## src/ibmp_cfg.svh

```systemverilog
`ifndef IBMP_CFG_SVH
`define IBMP_CFG_SVH

// system clock
`define IBMP_CLK_NS          10

// scl period is this many clocks per (1 + divider)
`define IBMP_SCL_DIV_UNIT    8
`define IBMP_STD_PERIOD_NS   10000
`define IBMP_FAST_PERIOD_NS  2500
`define IBMP_UNIT_NS         (`IBMP_SCL_DIV_UNIT * `IBMP_CLK_NS)
`define IBMP_STD_MIN_DIV     ((`IBMP_STD_PERIOD_NS + `IBMP_UNIT_NS - 1) / `IBMP_UNIT_NS - 1)
`define IBMP_FAST_MIN_DIV    ((`IBMP_FAST_PERIOD_NS + `IBMP_UNIT_NS - 1) / `IBMP_UNIT_NS - 1)

// bus free time after a stop
`define IBMP_BUF_NS          4700
`define IBMP_BUF_CYC         ((`IBMP_BUF_NS + `IBMP_CLK_NS - 1) / `IBMP_CLK_NS)
`define IBMP_BUF_W           10

// quarter phases of one bit slot
`define IBMP_Q_LOW           2'h0
`define IBMP_Q_RISE          2'h1
`define IBMP_Q_WAIT          2'h2
`define IBMP_Q_HIGH          2'h3

`define IBMP_BYTE_W          8
`define IBMP_LAST_BIT        3'h7
`define IBMP_FIFO_DEPTH      16
`define IBMP_SYNC_W          2

`endif

```

## src/ibmp_pkg.sv

```systemverilog
package ibmp_pkg;

    typedef enum logic [7:0] {
        ST_IDLE   = 8'h01,
        ST_START  = 8'h02,
        ST_BYTE   = 8'h04,
        ST_ACK    = 8'h08,
        ST_FETCH  = 8'h10,
        ST_HOLD   = 8'h20,
        ST_STOP   = 8'h40,
        ST_RSTART = 8'h80
    } ibmp_state_t;

endpackage

```

## src/ibmp_sync.sv

```systemverilog
`timescale 1ns/100ps

module ibmp_sync #(
    parameter int W = 2
) (
    input  wire logic         sys_clk_in, // system clock
    input  wire logic         rstn_in,    // sync reset, active low
    input  wire logic [W-1:0] async_in,   // pin levels
    output logic      [W-1:0] sync_out    // synchronised levels
);

    logic [W-1:0] meta;

    // lines idle high, so reset to released
    always_ff @(posedge sys_clk_in) begin
        if (!rstn_in) begin
            meta     <= '1;
            sync_out <= '1;
        end else begin
            meta     <= async_in;
            sync_out <= meta;
        end
    end

endmodule

```

## src/ibmp_fifo.sv

```systemverilog
`timescale 1ns/100ps

module ibmp_fifo #(
    parameter int WIDTH = 8,
    parameter int DEPTH = 16
) (
    input  wire logic             sys_clk_in,    // system clock
    input  wire logic             rstn_in,       // sync reset, active low
    input  wire logic [WIDTH-1:0] in_data_in,    // write word
    input  wire logic             in_valid_in,   // write request
    output logic                  in_ready_out,  // not full
    output logic      [WIDTH-1:0] out_data_out,  // head word
    output logic                  out_valid_out, // not empty
    input  wire logic             out_ready_in   // head taken
);

    localparam int AW = $clog2(DEPTH);

    logic [WIDTH-1:0] mem [DEPTH];
    logic [AW-1:0]    wr_ptr;
    logic [AW-1:0]    rd_ptr;
    logic [AW:0]      count;

    wire              do_wr      = in_valid_in & in_ready_out;
    wire              do_rd      = out_valid_out & out_ready_in;
    wire [AW:0]       next_count = count + (AW+1)'(do_wr) - (AW+1)'(do_rd);

    assign out_data_out = mem[rd_ptr];

    always_ff @(posedge sys_clk_in) begin
        if (do_wr) begin
            mem[wr_ptr] <= in_data_in;
        end
    end

    // flags registered from the next count so both stay honest
    always_ff @(posedge sys_clk_in) begin
        if (!rstn_in) begin
            wr_ptr        <= '0;
            rd_ptr        <= '0;
            count         <= '0;
            in_ready_out  <= 1'b1;
            out_valid_out <= 1'b0;
        end else begin
            wr_ptr        <= wr_ptr + AW'(do_wr);
            rd_ptr        <= rd_ptr + AW'(do_rd);
            count         <= next_count;
            in_ready_out  <= next_count != (AW+1)'(DEPTH);
            out_valid_out <= next_count != '0;
        end
    end

endmodule

```

## src/ibmp_two_wire_master_unit.sv

```systemverilog
// Contract
// - data line changes only while clock is low, stable during clock high
// - start: data falls while clock is high
// - stop: data rises while clock is high
// - bus busy from a start, free only a set time after a stop
// - bus idle only when data and clock are both sensed high
// - a new transfer begins only on a free bus
// - every byte is eight bits, any number of bytes per transfer
// - bytes go out most significant bit first
// - one clock per data bit plus a ninth for acknowledge
// - transmitter releases data during the acknowledge clock
// - acknowledging receiver holds data low through acknowledge high phase
// - missing address acknowledge lets the master abort with a stop
// - receiving master leaves the last byte's acknowledge high
// - master waits while the clock is held low, then continues
// - clock low lasts as the longest driver, high ends with the shortest
// - sending high but sensing low during clock high loses arbitration
// - after a loss, clocks continue only to the end of that byte
// - after start send seven address bits and a direction bit
// - every transfer ends with a stop made by the master
// - repeated start addresses another slave without a stop
// - lines are only pulled low or released, never driven high
// - bit rate at most 100 kbit/s standard, 400 kbit/s fast
// - clock period is eight times one plus divider system clocks
// - run, start and stop bits command the operations
// - acknowledge enable picks automatic acknowledge or a high slot
`timescale 1ns/100ps
`include "ibmp_cfg.svh"

module ibmp_two_wire_master_unit
    import ibmp_pkg::*;
(
    input  wire logic       sys_clk_in,                // system clock, 100 MHz
    input  wire logic       rstn_in,                   // sync reset, active low
    input  wire logic       cmd_write_in,              // command strobe, one cycle
    input  wire logic       cmd_run_in,                // run bit
    input  wire logic       cmd_start_in,              // start / repeated start bit
    input  wire logic       cmd_stop_in,               // stop after this byte
    input  wire logic       cmd_ack_in,                // acknowledge enable
    input  wire logic       high_speed_select_in,      // fast mode rate limit
    input  wire logic [6:0] slave_addr_in,             // slave address
    input  wire logic       dir_read_in,               // direction, 1 = read
    input  wire logic [7:0] clock_divider_register_in, // scl divider
    input  wire logic [7:0] tx_data_in,                // byte to send
    input  wire logic       tx_valid_in,               // byte offered
    output wire logic       tx_ready_out,              // fifo has room
    output logic      [7:0] rx_data_out,               // received byte
    output logic            rx_valid_out,              // received pulse
    input  wire logic       sda_in,                    // data pin level
    output logic            sda_out,                   // data pin drive value
    output logic            sda_oe_out,                // data pin pulled low
    input  wire logic       scl_in,                    // clock pin level
    output logic            scl_out,                   // clock pin drive value
    output logic            scl_oe_out,                // clock pin pulled low
    output logic            busy_out,                  // engine active
    output logic            bus_busy_out,              // bus not free: start seen, stop free time running, or a line low
    output logic            tx_mode_out,               // holding as transmitter
    output logic            rx_mode_out,               // holding as receiver
    output logic            done_out,                  // operation finished
    output logic            addr_nack_out,             // address not acknowledged
    output logic            data_nack_out,             // data not acknowledged
    output logic            arb_lost_out,              // arbitration lost
    output logic            cmd_refused_out,           // last command was not taken
    output logic            irq_out                    // interrupt request
);

    function automatic logic sda_edge(input logic prev, input logic cur,
                                      input logic scl_hi, input logic rising);
        sda_edge = scl_hi & (rising ? (~prev & cur) : (prev & ~cur));
    endfunction

    ibmp_state_t             state;
    logic [1:0]              q;
    logic [2:0]              bitn;
    logic [`IBMP_BYTE_W-1:0] shreg;
    logic                    is_addr;
    logic                    rd_mode;
    logic                    ack_en;
    logic                    stop_pend;
    logic                    arb_lost;
    logic                    got_ack;
    logic                    ev_done;
    logic                    ev_anack;
    logic                    ev_dnack;
    logic                    ev_arb;
    logic [8:0]              qcnt;
    logic                    sda_d;
    logic                    scl_d;
    logic                    bus_busy;
    logic [`IBMP_BUF_W-1:0]  buf_cnt;
    logic [1:0]              lines;
    logic [7:0]              fifo_data;
    logic                    fifo_valid;

    ibmp_sync #(
        .W (`IBMP_SYNC_W)
    ) u_sync (
        .sys_clk_in (sys_clk_in),
        .rstn_in    (rstn_in),
        .async_in   ({scl_in, sda_in}),
        .sync_out   (lines)
    );

    wire scl_s = lines[1];
    wire sda_s = lines[0];

    // line monitor
    wire start_seen = sda_edge(sda_d, sda_s, scl_s & scl_d, 1'b0);
    wire stop_seen  = sda_edge(sda_d, sda_s, scl_s & scl_d, 1'b1);
    wire bus_free   = ~bus_busy & (buf_cnt == '0) & sda_s & scl_s;

    // command decode
    wire cmd_forbid = cmd_run_in & cmd_start_in & cmd_stop_in & cmd_ack_in & dir_read_in;
    wire cmd_begin  = cmd_write_in & cmd_run_in & cmd_start_in & ~cmd_forbid;
    wire cmd_next   = cmd_write_in & cmd_run_in & ~cmd_start_in;
    wire cmd_halt   = cmd_write_in & ~cmd_run_in & ~cmd_start_in & cmd_stop_in;
    wire in_idle    = state == ST_IDLE;
    wire in_hold    = state == ST_HOLD;
    wire cmd_taken  = (in_idle & cmd_begin) | (in_hold & (cmd_begin | cmd_next | cmd_halt));

    // rate: divider clamped to the mode's minimum
    wire [7:0] min_div = high_speed_select_in ? 8'(`IBMP_FAST_MIN_DIV)
                                              : 8'(`IBMP_STD_MIN_DIV);
    wire [7:0] eff_div = (clock_divider_register_in < min_div) ? min_div
                                                               : clock_divider_register_in;
    // a quarter bit is 2*(1+div) clocks, so four make 8*(1+div)
    wire [8:0] reload   = {eff_div, 1'b1};
    wire       scl_wait = (q == `IBMP_Q_WAIT) & ~scl_s;
    wire       hold_div = in_idle | in_hold | (state == ST_FETCH) | scl_wait;
    wire       tick     = (qcnt == '0) & ~hold_div;

    wire       tx_slot  = is_addr | ~rd_mode;
    wire       slot_end = (q == `IBMP_Q_HIGH) & (tick | ~scl_s);
    wire       sample   = (q == `IBMP_Q_WAIT) & tick;
    wire       fetch_tx = (state == ST_FETCH) & ~rd_mode & fifo_valid;

    ibmp_fifo #(
        .WIDTH (`IBMP_BYTE_W),
        .DEPTH (`IBMP_FIFO_DEPTH)
    ) u_tx_fifo (
        .sys_clk_in    (sys_clk_in),
        .rstn_in       (rstn_in),
        .in_data_in    (tx_data_in),
        .in_valid_in   (tx_valid_in),
        .in_ready_out  (tx_ready_out),
        .out_data_out  (fifo_data),
        .out_valid_out (fifo_valid),
        .out_ready_in  (fetch_tx)
    );

    always_ff @(posedge sys_clk_in) begin
        if (!rstn_in || hold_div || tick) begin
            qcnt <= reload;
        end else begin
            qcnt <= qcnt - 9'h001;
        end
    end

    // own stop restarts the free timer too, so back to back starts respect it
    always_ff @(posedge sys_clk_in) begin
        if (!rstn_in) begin
            sda_d    <= 1'b1;
            scl_d    <= 1'b1;
            bus_busy <= 1'b0;
            buf_cnt  <= '0;
        end else begin
            sda_d <= sda_s;
            scl_d <= scl_s;
            if (start_seen) begin
                bus_busy <= 1'b1;
                buf_cnt  <= '0;
            end else if (stop_seen) begin
                bus_busy <= 1'b0;
                buf_cnt  <= `IBMP_BUF_W'(`IBMP_BUF_CYC);
            end else if (buf_cnt != '0) begin
                buf_cnt <= buf_cnt - `IBMP_BUF_W'(1);
            end
        end
    end

    always_ff @(posedge sys_clk_in) begin
        if (!rstn_in) begin
            state        <= ST_IDLE;
            q            <= `IBMP_Q_LOW;
            bitn         <= 3'h0;
            shreg        <= '0;
            is_addr      <= 1'b0;
            rd_mode      <= 1'b0;
            ack_en       <= 1'b0;
            stop_pend    <= 1'b0;
            arb_lost     <= 1'b0;
            got_ack      <= 1'b0;
            sda_oe_out   <= 1'b0;
            scl_oe_out   <= 1'b0;
            rx_data_out  <= '0;
            rx_valid_out <= 1'b0;
            ev_done      <= 1'b0;
            ev_anack     <= 1'b0;
            ev_dnack     <= 1'b0;
            ev_arb       <= 1'b0;
        end else begin
            rx_valid_out <= 1'b0;
            ev_done      <= 1'b0;
            ev_anack     <= 1'b0;
            ev_dnack     <= 1'b0;
            ev_arb       <= 1'b0;
            if (cmd_taken && cmd_begin) begin
                shreg     <= {slave_addr_in, dir_read_in};
                is_addr   <= 1'b1;
                rd_mode   <= dir_read_in;
                arb_lost  <= 1'b0;
            end
            if (cmd_taken) begin
                ack_en    <= cmd_ack_in;
                stop_pend <= cmd_stop_in;
            end
            unique case (state)
                ST_IDLE: begin
                    sda_oe_out <= 1'b0;
                    scl_oe_out <= 1'b0;
                    q          <= `IBMP_Q_LOW;
                    if (cmd_taken) begin
                        state <= ST_START;
                    end
                end
                ST_START: begin
                    if (q == `IBMP_Q_LOW) begin
                        if (tick && bus_free) begin
                            sda_oe_out <= 1'b1;
                            q          <= `IBMP_Q_RISE;
                        end
                    end else if (tick) begin
                        q <= q + 2'h1;
                        if (q == `IBMP_Q_WAIT) begin
                            scl_oe_out <= 1'b1;
                            q          <= `IBMP_Q_LOW;
                            bitn       <= 3'h0;
                            state      <= ST_BYTE;
                        end
                    end
                end
                ST_FETCH: begin
                    bitn <= 3'h0;
                    if (rd_mode) begin
                        state <= ST_BYTE;
                    end else if (fifo_valid) begin
                        shreg <= fifo_data;
                        state <= ST_BYTE;
                    end
                end
                ST_HOLD: begin
                    sda_oe_out <= 1'b0;
                    q          <= `IBMP_Q_LOW;
                    if (cmd_taken) begin
                        if (cmd_begin) begin
                            state <= ST_RSTART;
                        end else if (cmd_next) begin
                            state <= ST_FETCH;
                        end else begin
                            state <= ST_STOP;
                        end
                    end
                end
                default: begin
                    // shared slot walk: low, release, wait high, high
                    if (q == `IBMP_Q_LOW && tick) begin
                        q <= `IBMP_Q_RISE;
                        unique case (state)
                            ST_BYTE:   sda_oe_out <= tx_slot & ~shreg[7] & ~arb_lost;
                            ST_ACK:    sda_oe_out <= ~tx_slot & ack_en;
                            ST_STOP:   sda_oe_out <= 1'b1;
                            default:   sda_oe_out <= 1'b0;
                        endcase
                    end
                    if (q == `IBMP_Q_RISE && tick) begin
                        scl_oe_out <= 1'b0;
                        q          <= `IBMP_Q_WAIT;
                    end
                    if (sample) begin
                        q <= `IBMP_Q_HIGH;
                        if (state == ST_BYTE) begin
                            shreg <= {shreg[6:0], sda_s};
                            if (tx_slot && shreg[7] && !sda_s && !arb_lost) begin
                                arb_lost   <= 1'b1;
                                sda_oe_out <= 1'b0;
                            end
                        end
                        if (state == ST_ACK) begin
                            got_ack <= ~sda_s;
                        end
                    end
                    if (slot_end && state == ST_STOP) begin
                        if (tick) begin
                            sda_oe_out <= 1'b0;
                            ev_done    <= 1'b1;
                            state      <= ST_IDLE;
                        end
                    end else if (slot_end && state == ST_RSTART) begin
                        if (tick) begin
                            sda_oe_out <= 1'b1;
                            q          <= `IBMP_Q_RISE;
                            state      <= ST_START;
                        end
                    end else if (slot_end) begin
                        scl_oe_out <= 1'b1;
                        q          <= `IBMP_Q_LOW;
                        if (state == ST_BYTE) begin
                            bitn <= bitn + 3'h1;
                            if (bitn == `IBMP_LAST_BIT) begin
                                if (arb_lost) begin
                                    scl_oe_out <= 1'b0;
                                    sda_oe_out <= 1'b0;
                                    ev_arb     <= 1'b1;
                                    ev_done    <= 1'b1;
                                    state      <= ST_IDLE;
                                end else begin
                                    state <= ST_ACK;
                                end
                            end
                        end else begin
                            is_addr <= 1'b0;
                            if (!tx_slot) begin
                                rx_data_out  <= shreg;
                                rx_valid_out <= 1'b1;
                            end
                            ev_anack <= is_addr & ~got_ack;
                            ev_dnack <= ~is_addr & ~rd_mode & ~got_ack;
                            if (is_addr && got_ack) begin
                                state <= ST_FETCH;
                            end else if (stop_pend) begin
                                state <= ST_STOP;
                            end else begin
                                ev_done <= 1'b1;
                                state   <= ST_HOLD;
                            end
                        end
                    end
                end
            endcase
        end
    end

    // sticky flags cleared by the next command; a same-cycle event still sets
    always_ff @(posedge sys_clk_in) begin
        if (!rstn_in) begin
            done_out        <= 1'b0;
            addr_nack_out   <= 1'b0;
            data_nack_out   <= 1'b0;
            arb_lost_out    <= 1'b0;
            irq_out         <= 1'b0;
            cmd_refused_out <= 1'b0;
        end else begin
            done_out      <= ev_done | (done_out & ~cmd_write_in);
            addr_nack_out <= ev_anack | (addr_nack_out & ~cmd_write_in);
            data_nack_out <= ev_dnack | (data_nack_out & ~cmd_write_in);
            arb_lost_out  <= ev_arb | (arb_lost_out & ~cmd_write_in);
            irq_out       <= ev_done | (irq_out & ~cmd_write_in);
            if (cmd_write_in) begin
                cmd_refused_out <= ~cmd_taken;
            end
        end
    end

    always_ff @(posedge sys_clk_in) begin
        if (!rstn_in) begin
            sda_out      <= 1'b0;
            scl_out      <= 1'b0;
            busy_out     <= 1'b0;
            bus_busy_out <= 1'b0;
            tx_mode_out  <= 1'b0;
            rx_mode_out  <= 1'b0;
        end else begin
            sda_out      <= 1'b0;
            scl_out      <= 1'b0;
            busy_out     <= ~in_idle;
            bus_busy_out <= ~bus_free;
            tx_mode_out  <= in_hold & ~rd_mode;
            rx_mode_out  <= in_hold & rd_mode;
        end
    end

endmodule

```

## config.mk

```make
export PLATFORM = sky130hd
export DESIGN_NAME = ibmp_two_wire_master_unit
export DESIGN_NICKNAME = d
export VERILOG_FILES = /design/src/ibmp_pkg.sv /design/src/ibmp_sync.sv /design/src/ibmp_fifo.sv /design/src/ibmp_two_wire_master_unit.sv
export VERILOG_INCLUDE_DIRS = /design/src
export SDC_FILE = /design/constraint.sdc
export NUM_CORES = 1
export LEC_CHECK = 0
export BUFFER_PORTS_ARGS = -buffer_cell sky130_fd_sc_hd__buf_2
export CAP_MARGIN = 5
export CORE_UTILIZATION = 50
export DETAILED_ROUTE_END_ITERATION = 6
export PLACE_DENSITY = 0.75
export SLEW_MARGIN = 20
export SYNTH_ARGS = -nofsm -noshare
export SYNTH_HDL_FRONTEND = slang
export SYNTH_SLANG_ARGS = --single-unit
```

## constraint.sdc

```tcl
create_clock -name sys_clk_in -period 4.1 [get_ports sys_clk_in]
set_input_delay 0.41 -clock sys_clk_in [delete_from_list [all_inputs] [get_ports sys_clk_in]]
set_output_delay 0.41 -clock sys_clk_in [all_outputs]
set_load 0.02 [all_outputs]
```

Yosys cells after proc, flatten, opt, wreduce, memory -nomap -nowiden. Memory sizes are Yosys's and may differ from the RTL's. A register that Yosys moved wholly into a read port is not among the register bits. Index checks and enable logic that the tools add are counted.

Bits of input ports: 35. Flip-flop bits (word level): 93. RAM bits: 128. Memories: 1.

Equality and inequality tests: 28. Reduce and logical (&&, ||, !) cells: 41. Order comparisons: 1. Muxes and demuxes: 104. $add $sub $neg: 8. Bitwise gates (word level): 82.

Memory list: u_tx_fifo.mem (depth 16, width 8, read ports 1, clocked after memory_dff 1, write ports 1, RTL line ibmp_fifo.sv:19) `logic [WIDTH-1:0] mem [DEPTH];`.

Operators with widths (number): $mux 8 (21); $mux 1 (49); $and 1x1->1 (42); $pmux 8 s4 (1); $mux 7 (4); $mux 9 (3); $not 1->1 (27); $mux 2 (11); $mux 3 (7); $reduce_or 9->1 (2); $pmux 8 s2 (1); $ne 5x5->1 const B (3); $or 1x1->1 (13); $logic_and 1x1->1 (10); $logic_not 10->1 (1); $ne 2x2->1 const B (5); $reduce_and 10->1 (1); $reduce_bool 10->1 (1); $sub 10x1->10 const B (1); $logic_not 9->1 (1); $ne 3x2->1 const B (3); $pmux 1 s3 (3); $pmux 3 s3 (1); $reduce_and 3->1 (3); other kinds (37) (50).

Longest topological paths before layout.
Depth in word-level cells: 18. Mapped depth: 16. Mapped depth without buffers: 14.

Hierarchy. From an unflattened synthesis, not the netlist that was laid out.

Cells, all modules: 792. Area total of the unflattened synthesis: 9920.8 um2.

Modules (own cells, without submodules): ibmp_fifo (seq. area each 4144.0 um2, cells each 293, instances 1, area each 5698.0 um2); ibmp_two_wire_master_unit (seq. area each 1481.4 um2, cells each 491, instances 1, area each 4117.7 um2); ibmp_sync (seq. area each 80.1 um2, cells each 8, instances 1, area each 105.1 um2).

Worst setup path before layout. Ideal clock, no wire load.

Kind: flip-flop to flip-flop. From: reg state[0]. To: reg u_tx_fifo.out_valid_out. Buffers on the path: 2. Slack: 1.190 ns. Arrival time: 2.783 ns. Stages on the path, launching flop included: 17. Required time: 3.973 ns. Library setup time: 0.127 ns. Path through: dfxtp_1 > buf_6 > nor4_4 > and4b_1 > and2_1 > buf_6 > ha_1 > inv_1 > ha_1 > inv_1 > fa_1 > inv_1 > a21o_1 > a21oi_1 > xnor2_1 > nor2_1 > o21bai_1.

Cells in the longest elaborated chain, start to end: 6.

RTL lines: start, declared (RTL line ibmp_two_wire_master_unit.sv:72) `ibmp_state_t state;`; start signal, assigned (RTL line ibmp_two_wire_master_unit.sv:183) `state <= ST_IDLE;`; start signal, assigned (RTL line ibmp_two_wire_master_unit.sv:223) `state <= ST_START;`; start signal, assigned (RTL line ibmp_two_wire_master_unit.sv:238) `state <= ST_BYTE;`; $eq 8x5->1 (RTL line ibmp_two_wire_master_unit.sv:135) `wire fetch_tx = (state == ST_FETCH) & ~rd_mode & fifo_valid;`; $and 1x1->1 (2 in a row) (RTL line ibmp_two_wire_master_unit.sv:135); $and 1x1->1 (RTL line ibmp_fifo.sv:25) `wire do_rd = out_valid_out & out_ready_in;`; $sub 5x1->5 (RTL line ibmp_fifo.sv:26) `wire [AW:0] next_count = count + (AW+1)'(do_wr) - (AW+1)'(do_rd);`; $reduce_bool 5->1 (RTL line ibmp_fifo.sv:49) `out_valid_out <= next_count != '0;`; end signal, assigned (RTL line ibmp_fifo.sv:43) `out_valid_out <= 1'b0;`; end signal, assigned (RTL line ibmp_fifo.sv:49); end, declared (RTL line ibmp_fifo.sv:13) `output logic out_valid_out,`.

No other way between the ends. A chain may end at the register's enable or synchronous reset.

Worst setup path in the final report. Same ends and word-level chain as after synthesis.

==> flow_summary.toml <==
[final_layout]
drive_gt1_share_pct = 19.93
syn_to_final_growth_pct = 12.98
n_fill_cell = 1481
final_common_cell = "edfxtp_1"
layout.cells.most_common_list = "128 x edfxtp_1, 92 x dfxtp_1, 60 x nor2_1, 56 x buf_2, 45 x a21oi_1"
diodes = 0
nNetsFinal = 870

[timing]
maxSlewHeadroom_pct = 30.96
layout_worst_path_cycle_share_pct = 77.80
worst_slew_pin_slew_ns = 1.029
fmax_mhz = 313.5
fin_ws_ns = 0.9103
fin_setup_tns_ns = 0
fin_crit_ns = 3.190
rsz0062_at_grt = "no"
setup_viol_count_final = 0
slew_viol_final = 0
clock_skew_ns = 0.01622
final_hold_viol_count = 0

[drt]
wl_met3_mm = 1.377
drtIter0Drc = 528
met1_length_mm = 8.685
avgRoutedWirePerCell_um = 19.34
viasPerCell = 5.842
wirelength_mm = 21.14
maxUsedRoutingLayer = "met4"
drc_errors = 0
vias = 6385
first_pass_iters = 4
wl_met2_mm = 10.50
ant_nets = 0

[clocking]
worstSkewPairLatency_ns = 0.53
cts_max_level = 1
path_clk_slew_ns = 0.06
cts_hold_buf = 0
cts_tree = "built"
root_buffer = "clkbuf_16"
clock_path_buffers = 3
numCtsBuffers = 23
cts_resized = 0
cts_setup_buffers = 0
cts_num_sinks = 221

[logic_synthesis]
yosysTopAreaCell = "edfxtp_1"
synthArstFlopShare_pct = 0
synthCells = 762
synth-edff-count = 128
yosys_most_used_dff = "edfxtp_1"
ys_seq_elements = 221
synth_cell_type_count = 66
syn_avg_cell_area_um2 = 12.82
yosys_warnings = 0
yosysSeqAreaShare_pct = 58.41
synth_area_leaders = "edfxtp_1 39%, dfxtp_1 19%, mux4_2 9.2%"
yosysTopAreaCellShare_pct = 39.35
syn-cell-area_um2 = 9768

[pwr]
ir_worst_vdd_mv = 0.3067
leakagePower_nw = 3.904
powerDensity_nw_per_um2 = 552.6
fin_total_pwr_mw = 6.098

[placed_design]
place_worst_setup_slack_ns = 0.9133
hpwlAfterDp_mm = 14.32
gp_congestion = 0.9576
io_buffers = 56

[worst_setup_path]
reg2reg_from = "state[0]$_SDFFE_PN1P_"
worst_setup_path_start_kind = "register"
critPathRequiredTime_ns = 4.50
worstPathMaxFanout = 10
worst-endpoint-arrival_ns = 3.59
end_kind = "register"
startpoint = "state[0]$_SDFFE_PN1P_"
critPathKind = "reg2reg"

[grt]
grt_max_degree = 45
overflow = 0
grt_use_total_pct = 21.44
grt_pass1_vias = 6252
antenna_found_initial = 0
grt_first_pass_wirelength_mm = 33.29

[run]
maxCapViolations = 0

[die]
row_count = 50
pin_count = 59
dieWidth_um = 141.8
dieHeight_um = 141.8
core_um2 = 18960
initial_core_util_pct = 51.53
die-area_um2 = 20100

[worst_hold_path]
hold_class = "in2reg"
min-delay-start = "scl_in"

[outcome]
status = "finished, final reports clean"
[path summary, 6_finish.rpt]
kind / endpoint / slack, ns / cells past startpoint
setup reg to reg: u_tx_fifo.out_valid_out$_SDFF_PN0_ / 0.91 / 12
setup / recovery: u_tx_fifo.out_valid_out$_SDFF_PN0_ / 0.91 / 12
hold reg to reg: qcnt[0]$_SDFF_PN1_ / 0.40 / 1
hold / removal: u_sync.meta[1]$_SDFF_PN1_ / 0.07 / 2
[report_power, final]
group | leakage (nW) | internal, mW | total [mW] | switching (mW)
registers | 1.92 | 2.55 | 2.71 | 0.163
clock network | 0.371 | 1.18 | 2.06 | 0.874
logic | 1.62 | 0.546 | 1.33 | 0.781
[synthesized netlist by cell type (3+ instances only)]
cell / count
o32ai_1: 6
mux2_4: 5
a211oi_1: 3
nand3b_1: 3
and4b_1: 5
xor2_1: 15
mux2i_1: 22
nand2b_1: 15
a21oi_1: 45
a31oi_1: 5
nand4_1: 10
nand4b_1: 6
nand2_1: 44
or3_1: 6
mux4_2: 40
nand3_1: 30
a311oi_1: 4
buf_1: 3
a21o_1: 3
nor4_1: 10
o21a_1: 3
buf_2: 4
o211ai_1: 4
a22oi_1: 3
nor4_4: 3
nor3_1: 22
clkbuf_1: 28
ha_1: 17
xnor2_1: 8
o21ai_0: 21
and3_1: 8
nor2b_1: 4
inv_1: 18
and2_1: 13
dfxtp_1: 93
edfxtp_1: 128
nor2_1: 60
[cell families after synthesis]
kind of cell | count (synthesis) | synth area share (%)
flops | 221 | 58.41
compound gates | 121 | 8.070
fa+ha+maj | 18 | 2.382
simple gates | 250 | 13.77
other cells | 1 | 0.03839
mux | 70 | 12.59
buf+inv | 58 | 2.677
xor+xnor | 23 | 2.062
[state kept, by name, indices dropped and copies added (netlist names), 5 cells and up]
name,flops
u_tx_fifo.mem,128
buf_cnt,10
qcnt,9
rx_data_out,8
shreg,8
state,8
u_tx_fifo.count,5
[metrics by stage]
| stage | std cells | cell area [µm²] | utilization, % | hold WS (ns) |
|---|---|---|---|---|
| finish | 1093 | 11040 | 58.22 | 0.06818 |
| global route | 1093 | 11040 | 58.22 | 0.06709 |
| CTS | 1093 | 11040 | 58.22 | 0.05445 |
| detailed placement | 1052 | 10290 | 54.27 | 0.3855 |
| global placement | 1052 | 10280 | 54.24 | 0.3771 |
| floorplan | 763 | 9772 | - | 0.3656 |
[layout make-up]
cell class	instances	area [µm²]	area share (%)
flip-flops and latches	221	5707	51.71
multi-input cells	484	3810	34.52
clock buffers	25	593.1	5.374
repair buffers	69	377.9	3.424
well taps	260	325.3	2.948
clock inverters	16	155.1	1.406
inverters	18	67.56	0.6122
[routing by layer]
layer | vias to the layer above | GRT usage [%]
li1 | 3016 | -
met2 | 253 | 36.58
met5 | - | 0
met1 | 3065 | 27.37
met3 | 51 | 4.185
met4 | 0 | 7.301
[worst max-delay path, stage by stage, from the launching register on]
cell,delay [ns]
dfxtp_1,0.40
nor4_4,0.46
and4b_1,0.32
and2_1,0.14
buf_4,0.17
ha_1,0.24
inv_1,0.06
ha_1,0.16
inv_1,0.06
fa_1,0.43
xnor2_1,0.16
nor4b_1,0.38
o21bai_1,0.10
No activity file was read; power rests on OpenSTA's default activity.
